--- src/llpf_pkg.sv ---
// Purpose: Shared constants, enumerations and carriers of the light-load phase and fault manager
// Assumes: 20 MHz core clock, comparator and strap decisions arrive as one-bit levels
// Notes:   Long counts are derived here and overridable as top-level parameters
package llpf_pkg;

  // Core clock and timing figures in their own units
  localparam int unsigned CLK_HZ      = 20_000_000;
  localparam int unsigned LOCKOUT_US  = 1500;
  localparam int unsigned HICCUP_MS   = 500;
  localparam int unsigned POWER_GOOD_FLAG_US    = 500;
  localparam int unsigned LOCKOUT_CYC = LOCKOUT_US * (CLK_HZ / 1_000_000);
  localparam int unsigned HICCUP_CYC  = HICCUP_MS * (CLK_HZ / 1_000);
  localparam int unsigned POWER_GOOD_FLAG_CYC   = POWER_GOOD_FLAG_US * (CLK_HZ / 1_000_000);
  localparam int          TMR_W       = 24;

  // Duty ramp of the second phase, in switching cycles
  localparam logic [3:0]  RAMP_STEPS  = 4'h9;
  localparam logic [3:0]  RAMP_ZERO   = 4'h0;
  localparam logic [3:0]  RAMP_ONE    = 4'h1;

  // Strap settle wait after reset release
  localparam logic [1:0]  STRAP_WAIT  = 2'h3;
  localparam logic [1:0]  STRAP_STEP  = 2'h1;

  // Wishbone register map (byte addresses)
  localparam int          ADR_W       = 8;
  localparam logic [7:0]  ADR_CTRL    = 8'h00;
  localparam logic [7:0]  ADR_STATUS  = 8'h04;
  localparam logic [7:0]  ADR_FAULT   = 8'h08;
  localparam int          CTRL_EN_BIT = 0;
  localparam logic        CTRL_EN_RST = 1'b0;
  localparam logic [31:0] DATA_ZERO   = 32'h0000_0000;

  typedef enum logic [1:0] {
    MODE_CCM     = 2'b00,
    MODE_DE      = 2'b01,
    MODE_DE_SHED = 2'b10
  } llpf_mode_t;

  typedef enum logic [2:0] {
    ST_OFF    = 3'b000,
    ST_SOFT   = 3'b001,
    ST_RUN    = 3'b010,
    ST_HICCUP = 3'b011,
    ST_LATCH  = 3'b100
  } llpf_state_t;

  typedef enum logic [1:0] {
    PH_BOTH   = 2'b00,
    PH_RAMP   = 2'b01,
    PH_SINGLE = 2'b10
  } llpf_phase_t;

  // Fault comparator decisions
  typedef struct packed {
    logic in_ov;
    logic avg_oc;
    logic peak_oc;
    logic out_ov;
    logic loop_short;
    logic freq_loss;
  } llpf_fault_t;

  localparam llpf_fault_t FAULT_NONE = 6'h00;
  localparam int          FAULT_PAD  = 32 - $bits(llpf_fault_t);

  // All asynchronous inputs, gathered for one synchroniser bank
  typedef struct packed {
    logic        en_pin;
    logic        strap_hi;
    logic        strap_lo;
    logic        resp_strap;
    logic        averaged_input_current_level_below_drop;
    logic        averaged_input_current_level_above_add;
    logic [1:0]  peak_limit;
    llpf_fault_t fault;
    logic        ss_done;
    logic        sw_cycle;
    logic        ext_sync;
    logic [1:0]  zero_cross;
    logic [1:0]  skip_req;
  } llpf_in_t;

  localparam int IN_W = $bits(llpf_in_t);

  // Status word as read by software
  typedef struct packed {
    llpf_mode_t  mode;
    logic        de_active;
    logic        shed_en;
    logic        ph2_on;
    llpf_state_t state;
    llpf_phase_t phase;
    logic        power_good;
    logic        hiccup_sel;
  } llpf_status_t;

  localparam int STAT_PAD = 32 - $bits(llpf_status_t);

endpackage : llpf_pkg

--- src/llpf_sync.sv ---
// Purpose: Two-flop synchroniser bank for comparator and strap levels
// Assumes: Each bit is an independent level
// Notes:   The first stage feeds only the second stage
`timescale 1ns/1ns
module llpf_sync #(
  parameter int W = 1
) (
  // Clock and reset
  input  wire logic         clk,
  input  wire logic         rst_n,
  // Levels
  input  wire logic [W-1:0] d,
  output logic      [W-1:0] q
);

  logic [W-1:0] meta_r;

  // Two stages per bit
  genvar i;
  generate
    for (i = 0; i < W; i++) begin : g_bit
      always_ff @(posedge clk or negedge rst_n) begin
        if (!rst_n) begin
          meta_r[i] <= 1'b0;
          q[i]      <= 1'b0;
        end else begin
          meta_r[i] <= d[i];
          q[i]      <= meta_r[i];
        end
      end
    end
  endgenerate

endmodule : llpf_sync

--- src/llpf_timer.sv ---
// Purpose: Down counter for lockout, hiccup and power-good delays
// Assumes: start is a one-cycle pulse, load is at least one
// Notes:   done is high while the count is zero; a start restarts the count
`timescale 1ns/1ns
module llpf_timer (
  // Clock and reset
  input  wire logic                     clk,
  input  wire logic                     rst_n,
  // Control
  input  wire logic                     start,
  input  wire logic [llpf_pkg::TMR_W-1:0] load,
  output logic                          done
);

  logic [llpf_pkg::TMR_W-1:0] cnt_r;

  // Load on start, else count down to zero
  always_ff @(posedge clk or negedge rst_n) begin
    if (!rst_n) begin
      cnt_r <= '0;
    end else if (start) begin
      cnt_r <= load;
    end else if (cnt_r != '0) begin
      cnt_r <= cnt_r - 1'b1;
    end
  end

  assign done = (cnt_r == '0);

endmodule : llpf_timer

--- src/llpf_top.sv ---
// Purpose: Light-load mode, second-phase shedding and fault response control of a boost controller
// Assumes: Comparator decisions arrive as asynchronous levels; registers over classic Wishbone
// Notes:   Long delays are parameters so a bench can shorten them
// Functional notes
// - Supply strap: cutoff on, shedding off
// - Floating strap: cutoff and shedding both on
// - Grounded strap: continuous conduction, nothing else
// - Shed phase two below drop level
// - Ramp phase two duty down over nine cycles
// - No shedding under external synchronization
// - Re-add phase two above add level
// - Re-add phase two on peak limit
// - Block shedding for lockout after re-add
// - Cutoff turns synchronous switch off at zero
// - Cutoff forced during soft-start
// - Pulse skipping only while cutoff active
// - Response strap high hiccup, low latch
// - Hiccup: stop, wait, soft-start, repeat
// - Latch: stay off, driver supply stays on
// - Input overvoltage and average overcurrent respond
// - Peak overcurrent and output overvoltage respond
// - Loop-filter short and frequency loss respond
// - Power good only after delay in run
`timescale 1ns/1ns
module llpf_top #(
  parameter int unsigned LOCK_CYC   = llpf_pkg::LOCKOUT_CYC,
  parameter int unsigned HICCUP_CYC = llpf_pkg::HICCUP_CYC,
  parameter int unsigned POWER_GOOD_FLAG_CYC  = llpf_pkg::POWER_GOOD_FLAG_CYC
) (
  // Clock and reset
  input  wire logic                      clk,
  input  wire logic                      rst_n,
  // Wishbone slave
  input  wire logic                      wb_cyc_i,
  input  wire logic                      wb_stb_i,
  input  wire logic                      wb_we_i,
  input  wire logic [llpf_pkg::ADR_W-1:0] wb_adr_i,
  input  wire logic [3:0]                wb_sel_i,
  input  wire logic [31:0]               wb_dat_i,
  output logic      [31:0]               wb_dat_o,
  output logic                           wb_ack_o,
  // Comparator and strap levels
  input  wire llpf_pkg::llpf_in_t        cmp_in,
  // Power stage controls
  output logic                           switch_en,
  output logic                           phase1_en,
  output logic                           phase2_en,
  output logic      [3:0]                ph2_duty_scale,
  output logic                           sr_cutoff_en,
  output logic      [1:0]                sr_off,
  output logic      [1:0]                pulse_skip,
  output logic                           ldo_en,
  output logic                           power_good_flag
);

  llpf_pkg::llpf_in_t    in_s;
  llpf_pkg::llpf_mode_t  mode_r;
  llpf_pkg::llpf_state_t state_r, state_nxt;
  llpf_pkg::llpf_phase_t ph_r, ph_nxt;
  llpf_pkg::llpf_fault_t fault_sticky_r;
  llpf_pkg::llpf_status_t status;
  logic [1:0] strap_cnt_r;
  logic       strap_ok_r;
  logic       ctrl_en_r;
  logic       sw_cycle_d_r;
  logic       sw_tick;
  logic       run_req;
  logic       fault_any;
  logic       de_active;
  logic       shed_mode;
  logic       shed_ok;
  logic       add_req;
  logic       lock_done;
  logic       hic_done;
  logic       pg_done;
  logic       lock_start;
  logic       hic_start;
  logic       pg_start;
  logic       wb_req;
  logic       switch_en_r;
  logic [3:0] ph2_scale_r;
  logic       sr_cutoff_en_r;
  logic [1:0] sr_off_r;
  logic [1:0] pulse_skip_r;
  logic       ldo_en_r;
  logic       power_good_r;
  logic       ack_r;
  logic [31:0] rdata_r;

  llpf_sync #(.W(llpf_pkg::IN_W)) u_sync (
    .clk   (clk),
    .rst_n (rst_n),
    .d     (cmp_in),
    .q     (in_s)
  );

  // Mode decode of the three-level strap
  function automatic llpf_pkg::llpf_mode_t decode_mode(input logic hi, input logic lo);
    if (hi && !lo) begin
      decode_mode = llpf_pkg::MODE_DE;
    end else if (!hi && !lo) begin
      decode_mode = llpf_pkg::MODE_DE_SHED;
    end else begin
      decode_mode = llpf_pkg::MODE_CCM;
    end
  endfunction : decode_mode

  // Strap capture once the synchroniser has settled after release
  always_ff @(posedge clk or negedge rst_n) begin
    if (!rst_n) begin
      strap_cnt_r <= 2'h0;
      strap_ok_r  <= 1'b0;
      mode_r      <= llpf_pkg::MODE_CCM;
    end else if (!strap_ok_r) begin
      if (strap_cnt_r == llpf_pkg::STRAP_WAIT) begin
        strap_ok_r <= 1'b1;
        mode_r     <= decode_mode(in_s.strap_hi, in_s.strap_lo);
      end else begin
        strap_cnt_r <= strap_cnt_r + llpf_pkg::STRAP_STEP;
      end
    end
  end

  // Switching-cycle edge from the synchronised oscillator level
  always_ff @(posedge clk or negedge rst_n) begin
    if (!rst_n) begin
      sw_cycle_d_r <= 1'b0;
    end else begin
      sw_cycle_d_r <= in_s.sw_cycle;
    end
  end

  assign sw_tick   = in_s.sw_cycle && !sw_cycle_d_r;
  assign run_req   = ctrl_en_r && in_s.en_pin && strap_ok_r;
  assign fault_any = |in_s.fault;
  assign de_active = (mode_r != llpf_pkg::MODE_CCM) || (state_r == llpf_pkg::ST_SOFT);
  assign shed_mode = (mode_r == llpf_pkg::MODE_DE_SHED);
  assign shed_ok   = shed_mode && !in_s.ext_sync && (state_r == llpf_pkg::ST_RUN);
  assign add_req   = in_s.averaged_input_current_level_above_add || (|in_s.peak_limit) || !shed_ok;

  // Fault and restart sequencing
  always_comb begin
    state_nxt = state_r;
    case (state_r)
      llpf_pkg::ST_OFF: begin
        if (run_req) begin
          state_nxt = llpf_pkg::ST_SOFT;
        end
      end
      llpf_pkg::ST_SOFT, llpf_pkg::ST_RUN: begin
        if (!run_req) begin
          state_nxt = llpf_pkg::ST_OFF;
        end else if (fault_any) begin
          state_nxt = in_s.resp_strap ? llpf_pkg::ST_HICCUP : llpf_pkg::ST_LATCH;
        end else if (state_r == llpf_pkg::ST_SOFT && in_s.ss_done) begin
          state_nxt = llpf_pkg::ST_RUN;
        end
      end
      llpf_pkg::ST_HICCUP: begin
        if (!run_req) begin
          state_nxt = llpf_pkg::ST_OFF;
        end else if (hic_done) begin
          state_nxt = llpf_pkg::ST_SOFT;
        end
      end
      llpf_pkg::ST_LATCH: begin
        if (!run_req) begin
          state_nxt = llpf_pkg::ST_OFF;
        end
      end
      default: begin
        state_nxt = llpf_pkg::ST_OFF;
      end
    endcase
  end

  // Fault state register
  always_ff @(posedge clk or negedge rst_n) begin
    if (!rst_n) begin
      state_r <= llpf_pkg::ST_OFF;
    end else begin
      state_r <= state_nxt;
    end
  end

  assign hic_start = (state_nxt == llpf_pkg::ST_HICCUP) && (state_r != llpf_pkg::ST_HICCUP);
  assign pg_start  = (state_nxt == llpf_pkg::ST_RUN) && (state_r != llpf_pkg::ST_RUN);

  // Hiccup off-time
  llpf_timer u_hic_tmr (
    .clk   (clk),
    .rst_n (rst_n),
    .start (hic_start),
    .load  (llpf_pkg::TMR_W'(HICCUP_CYC)),
    .done  (hic_done)
  );

  // Power-good release delay
  llpf_timer u_pg_tmr (
    .clk   (clk),
    .rst_n (rst_n),
    .start (pg_start),
    .load  (llpf_pkg::TMR_W'(POWER_GOOD_FLAG_CYC)),
    .done  (pg_done)
  );

  // Phase two shedding and adding
  always_comb begin
    ph_nxt = ph_r;
    case (ph_r)
      llpf_pkg::PH_BOTH: begin
        if (!add_req && in_s.averaged_input_current_level_below_drop && lock_done) begin
          ph_nxt = llpf_pkg::PH_RAMP;
        end
      end
      llpf_pkg::PH_RAMP, llpf_pkg::PH_SINGLE: begin
        if (add_req) begin
          ph_nxt = llpf_pkg::PH_BOTH;
        end else if (ph_r == llpf_pkg::PH_RAMP && ph2_scale_r == llpf_pkg::RAMP_ZERO) begin
          ph_nxt = llpf_pkg::PH_SINGLE;
        end
      end
      default: begin
        ph_nxt = llpf_pkg::PH_BOTH;
      end
    endcase
  end

  // Phase state register
  always_ff @(posedge clk or negedge rst_n) begin
    if (!rst_n) begin
      ph_r <= llpf_pkg::PH_BOTH;
    end else begin
      ph_r <= ph_nxt;
    end
  end

  assign lock_start = (ph_nxt == llpf_pkg::PH_BOTH) && (ph_r != llpf_pkg::PH_BOTH);

  llpf_timer u_lock_tmr (
    .clk   (clk),
    .rst_n (rst_n),
    .start (lock_start),
    .load  (llpf_pkg::TMR_W'(LOCK_CYC)),
    .done  (lock_done)
  );

  // duty scale ramps per switching cycle
  always_ff @(posedge clk or negedge rst_n) begin
    if (!rst_n) begin
      ph2_scale_r <= llpf_pkg::RAMP_STEPS;
    end else if (ph_nxt == llpf_pkg::PH_BOTH) begin
      ph2_scale_r <= llpf_pkg::RAMP_STEPS;
    end else if (sw_tick && ph2_scale_r != llpf_pkg::RAMP_ZERO) begin
      ph2_scale_r <= ph2_scale_r - llpf_pkg::RAMP_ONE;
    end
  end

  // Switching enable follows the fault state; regulator stays on in every state after reset
  always_ff @(posedge clk or negedge rst_n) begin
    if (!rst_n) begin
      switch_en_r <= 1'b0;
      ldo_en_r    <= 1'b0;
    end else begin
      switch_en_r <= (state_nxt == llpf_pkg::ST_SOFT) || (state_nxt == llpf_pkg::ST_RUN);
      ldo_en_r    <= 1'b1;
    end
  end

  // Cycle-by-cycle synchronous switch control and pulse skipping
  always_ff @(posedge clk or negedge rst_n) begin
    if (!rst_n) begin
      sr_cutoff_en_r <= 1'b0;
      sr_off_r       <= 2'b00;
      pulse_skip_r   <= 2'b00;
    end else begin
      sr_cutoff_en_r <= de_active;
      sr_off_r       <= de_active ? in_s.zero_cross : 2'b00;
      pulse_skip_r   <= de_active ? in_s.skip_req : 2'b00;
    end
  end

  // power good after delay in run
  always_ff @(posedge clk or negedge rst_n) begin
    if (!rst_n) begin
      power_good_r <= 1'b0;
    end else begin
      power_good_r <= (state_r == llpf_pkg::ST_RUN) && !pg_start && pg_done && !fault_any;
    end
  end

  assign switch_en       = switch_en_r;
  assign phase1_en       = switch_en_r;
  assign phase2_en       = switch_en_r && (ph_r != llpf_pkg::PH_SINGLE);
  assign ph2_duty_scale  = ph2_scale_r;
  assign sr_cutoff_en    = sr_cutoff_en_r;
  assign sr_off          = sr_off_r;
  assign pulse_skip      = pulse_skip_r;
  assign ldo_en          = ldo_en_r;
  assign power_good_flag = power_good_r;

  // Wishbone request, one acknowledge per access
  assign wb_req = wb_cyc_i && wb_stb_i && !ack_r;

  always_ff @(posedge clk or negedge rst_n) begin
    if (!rst_n) begin
      ack_r <= 1'b0;
    end else begin
      ack_r <= wb_req;
    end
  end

  // Control register write
  always_ff @(posedge clk or negedge rst_n) begin
    if (!rst_n) begin
      ctrl_en_r <= llpf_pkg::CTRL_EN_RST;
    end else if (wb_req && wb_we_i && wb_sel_i[0] && wb_adr_i == llpf_pkg::ADR_CTRL) begin
      ctrl_en_r <= wb_dat_i[llpf_pkg::CTRL_EN_BIT];
    end
  end

  // Sticky fault causes, write one to clear, set wins
  always_ff @(posedge clk or negedge rst_n) begin
    if (!rst_n) begin
      fault_sticky_r <= llpf_pkg::FAULT_NONE;
    end else if (wb_req && wb_we_i && wb_sel_i[0] && wb_adr_i == llpf_pkg::ADR_FAULT) begin
      fault_sticky_r <= (fault_sticky_r & ~wb_dat_i[$bits(llpf_pkg::llpf_fault_t)-1:0])
                        | in_s.fault;
    end else begin
      fault_sticky_r <= fault_sticky_r | in_s.fault;
    end
  end

  // Status word
  always_comb begin
    status.mode       = mode_r;
    status.de_active  = de_active;
    status.shed_en    = shed_ok;
    status.ph2_on     = (ph_r != llpf_pkg::PH_SINGLE);
    status.state      = state_r;
    status.phase      = ph_r;
    status.power_good = power_good_r;
    status.hiccup_sel = in_s.resp_strap;
  end

  // Read data, zero for unmapped offsets
  always_ff @(posedge clk or negedge rst_n) begin
    if (!rst_n) begin
      rdata_r <= llpf_pkg::DATA_ZERO;
    end else if (wb_req) begin
      case (wb_adr_i)
        llpf_pkg::ADR_CTRL:   rdata_r <= {{31{1'b0}}, ctrl_en_r};
        llpf_pkg::ADR_STATUS: rdata_r <= {{llpf_pkg::STAT_PAD{1'b0}}, status};
        llpf_pkg::ADR_FAULT:  rdata_r <= {{llpf_pkg::FAULT_PAD{1'b0}}, fault_sticky_r};
        default:              rdata_r <= llpf_pkg::DATA_ZERO;
      endcase
    end
  end

  assign wb_dat_o = rdata_r;
  assign wb_ack_o = ack_r;
endmodule : llpf_top
--- config.mk ---
export PLATFORM = sky130hd
export DESIGN_NAME = llpf_top
export DESIGN_NICKNAME = d
export VERILOG_FILES = /design/src/llpf_pkg.sv /design/src/llpf_sync.sv /design/src/llpf_timer.sv /design/src/llpf_top.sv
export SDC_FILE = /design/constraint.sdc
export NUM_CORES = 1
export LEC_CHECK = 0
export BUFFER_PORTS_ARGS = -buffer_cell sky130_fd_sc_hd__buf_4
export CORE_MARGIN = 5
export CORE_UTILIZATION = 45
export CTS_CLUSTER_DIAMETER = 120
export DETAILED_ROUTE_END_ITERATION = 10
export PLACE_DENSITY = 0.7
export SKIP_CTS_REPAIR_TIMING = 1
export SYNTH_ARGS = -nofsm -noshare
export SYNTH_HDL_FRONTEND = slang
export SYNTH_SLANG_ARGS = --single-unit
--- constraint.sdc ---
create_clock -name clk -period 3 [get_ports clk]
set_clock_uncertainty 0.1 [all_clocks]
set_input_delay 0.3 -clock clk [delete_from_list [all_inputs] [get_ports clk]]
set_output_delay 0.3 -clock clk [all_outputs]
set_load 0.1 [all_outputs]
==> flow_summary.json <==
{
  "row_count": 46,
  "synth_common_cells": "dfrtp_1 (155), nor2_1 (54), nand2_1 (38)",
  "p_sw_share_pct": 28.0,
  "p_int_mw": 3.96,
  "crit_slowest_cell": "or4_4",
  "startpoint_type": "flip-flop",
  "power_mw": 5.51,
  "ys_ff_latch": 157,
  "fin_area_um2": 8760,
  "portBuffers": 67,
  "antenna_found_initial": 0,
  "whs_path_depth": 2,
  "synth_area_leaders": "dfrtp_1 (54%), nor2_1 (2.8%), xnor2_1 (2.8%), xor2_1 (2.7%), buf_4 (2.2%)",
  "seqCellArea_um2": 3930,
  "gp_routability_congestion": 0.882,
  "syn_inst": 657,
  "utilization_pct": 55.8,
  "reg2reg_setup_slack_ns": 0.48,
  "worst_pin_slew_ns": 0.695,
  "seq_area_frac_synth_pct": 55.0,
  "critPathBufInv": 1,
  "criticalPathCategory": "flip-flop to flip-flop",
  "dr.pass1.iters": 5,
  "drcViolationCount": 0,
  "critPathMaxFanout": 7,
  "ys.flop_type": "dfrtp_1",
  "multi_input_area_um2": 2970,
  "n_fill_cell": 1348,
  "max_cap_violations": 0,
  "synth-warning-count": 0,
  "hold_viol": 0,
  "pwr-share-clk_pct": 40.9,
  "cts_tree": "built",
  "ys_types": 72,
  "crit_top_cell": "o21ai_1",
  "h-tree-depth": 4,
  "drive_gt1_share_pct": 18.6,
  "clockBufferDepth": 2,
  "p_sw_mw": 1.54,
  "wirelength_um": 15500,
  "async_flop_share_pct": 100,
  "synth_top_area_cell": "dfrtp_1",
  "synth_most_common_cell": "dfrtp_1",
  "dieWidth_um": 136,
  "cp.required_ns": 3.25,
  "status": "completed",
  "dpl.hpwl_um": 11300,
  "hold_class": "input pin to flip-flop",
  "worstSkewPairLatency_ns": 0.43,
  "placed_cell_area_um2": 7910,
  "slowest_delay_ns": 0.60,
  "num_antenna_cells": 0,
  "overflow": 0,
  "setup_violations": 0,
  "dr_total_vias": 5315,
  "synth_area_um2": 7150,
  "nNetsFinal": 840,
  "core_area_um2": 15700,
  "maxSlewViolCount": 0,
  "max_freq_mhz": 396,
  "root_buffer": "clkbuf_16",
  "critPathArrivalTime_ns": 2.77,
  "fin_tns_setup_ns": 0,
  "antenna_left": 0,
  "share_comb_of_total_power_pct": 14.1,
  "seqPwrFrac_pct": 44.9,
  "synth_edf_count": 0,
  "avgSynthCellArea_um2": 10.9,
  "period_share_pct": 84.1,
  "die_area_um2": 18500,
  "start_util_pct": 45.5,
  "wl_per_cell_um": 15.7,
  "cts-buffers-inserted": 17,
  "crit_family": "compound AO/OA/AOI/OAI gates",
  "slew_headroom_pct": 53.7,
  "synth_top_area_share_pct": 54.3,
  "rsz0062_at_grt": "no",
  "die_y_um": 136,
  "cp.depth": 6,
  "power_density_nw_per_um2": 628,
  "grt_pass1_wl_um": 25700,
  "clock_sinks": 157,
  "clkSlewWorstSetupHoldPaths_ns": 0.06,
  "ir_drop_v": 0.000424,
  "area_growth_pct": 22.6,
  "power.leakage_nw": 4.05,
  "grt_usage_pct": 17.6,
  "vias_per_cell": 5.37,
  "rr_worst_depth": 6,
  "grt_max_degree": 77,
  "io_pins": 117,
  "crit_chain": "or4_4 > or2_4 > o41a_1 > o21ai_1 > inv_1 > o21ai_1",
  "layout_min_cycle_time_ns": 2.52,
  "grt_pass1_vias": 5270,
  "whs_ns": 0.0173,
  "drtIter0Drc": 387,
  "end_kind": "flip-flop"
}
-- area by class of cell --
| class | instances | share of cell area [%] |
|---|---|---|
| clock buffers | 19 | 5.17 |
| clock inverters | 13 | 2.04 |
| inverters | 18 | 0.771 |
| multi-input cells | 458 | 33.9 |
| flip-flops and latches | 157 | 44.9 |
| well taps | 216 | 3.08 |
| repair buffers | 108 | 10.2 |
-- per-stage QoR --
step | std cells | setup WS [ns]
2_1_floorplan | 676 | 0.238
3_3_place_gp | 935 | 0.579
3_5_place_dp | 935 | 0.492
4_1_cts | 967 | 0.479
5_1_grt | 989 | 0.289
6_report | 989 | 0.476
-- worst paths after layout --
path                                startpoint                  to
max                        u_lock_tmr.cnt_r[5]   ph2_duty_scale[3]
min                                wb_dat_i[0]           ctrl_en_r
max reg2reg                u_lock_tmr.cnt_r[5]   ph2_duty_scale[3]
min reg2reg                   u_sync.meta_r[2]         u_sync.q[2]
max in group asynchronous                rst_n  u_hic_tmr.cnt_r[0]
min in group asynchronous                rst_n        u_sync.q[18]
-- layout by cell type (no fill, tap or decap), types with 11 or more instances in the layout --
master / synthesis / layout
or4_1: 11 / 11
nor3_1: 23 / 23
a21oi_1: 20 / 20
dfrtp_1: 155 / 155
nand3_1: 14 / 14
xor2_1: 22 / 22
nand2_1: 38 / 38
o21ai_0: 25 / 25
buf_4: 21 / 83
clkbuf_16: 0 / 17
nand2b_1: 12 / 12
inv_1: 17 / 17
dlygate4sd3_1: 0 / 22
nor4_1: 22 / 22
nor2_1: 54 / 54
o31ai_1: 16 / 16
or3_1: 11 / 11
xnor2_1: 23 / 23
conb_1: 2 / 21
-- logic make-up (layout without fill, tap and decap cells) --
group           after synthesis  after routing  synth area share (%)
buf+inv                      61            158                  4.46
simple gates                251            251                  20.0
fa+ha+maj                    10             10                  1.75
flops                       157            157                  55.0
xor+xnor                     45             45                  5.51
compound gates              126            126                  12.5
other cells                   2             21                 0.105
mux                           5              5                 0.753
-- registers in the layout, indices dropped and copies added (netlist names), 2 cells and up --
register and cells:
u_hic_tmr.cnt_r 24, u_lock_tmr.cnt_r 24, u_pg_tmr.cnt_r 24, u_sync.meta_r 21, u_sync.q 21, wb_dat_o 12
fault_sticky_r 6, ph2_duty_scale 4, state_r 3, mode_r 2, ph_r 2, pulse_skip 2
sr_off 2, strap_cnt_r 2
-- power by group through the flow --
stage / Clock [mW] / Sequential (mW) / Combinational, mW
final: 2.25 / 2.47 / 0.777
after global routing: 2.39 / 2.49 / 0.864
after CTS: 2.31 / 2.47 / 0.756
after detailed placement: 0 / 2.50 / 0.754
after global placement: 0 / 2.49 / 0.726
after floorplan: 0 / 2.51 / 0.520
-- routing by layer --
metal / part of all wire (%) / GRT usage (%) / vias up / wire length, um
met2: 49 / 28.8 / 153 / 7640
met4: 1.7 / 6.27 / 0 / 270
li1: - / - / 2526 / -
met5: 0 / 0 / - / 0
met1: 44 / 22.7 / 2617 / 6790
met3: 5.0 / 4.63 / 19 / 776
(Power assumes the default switching activity.)
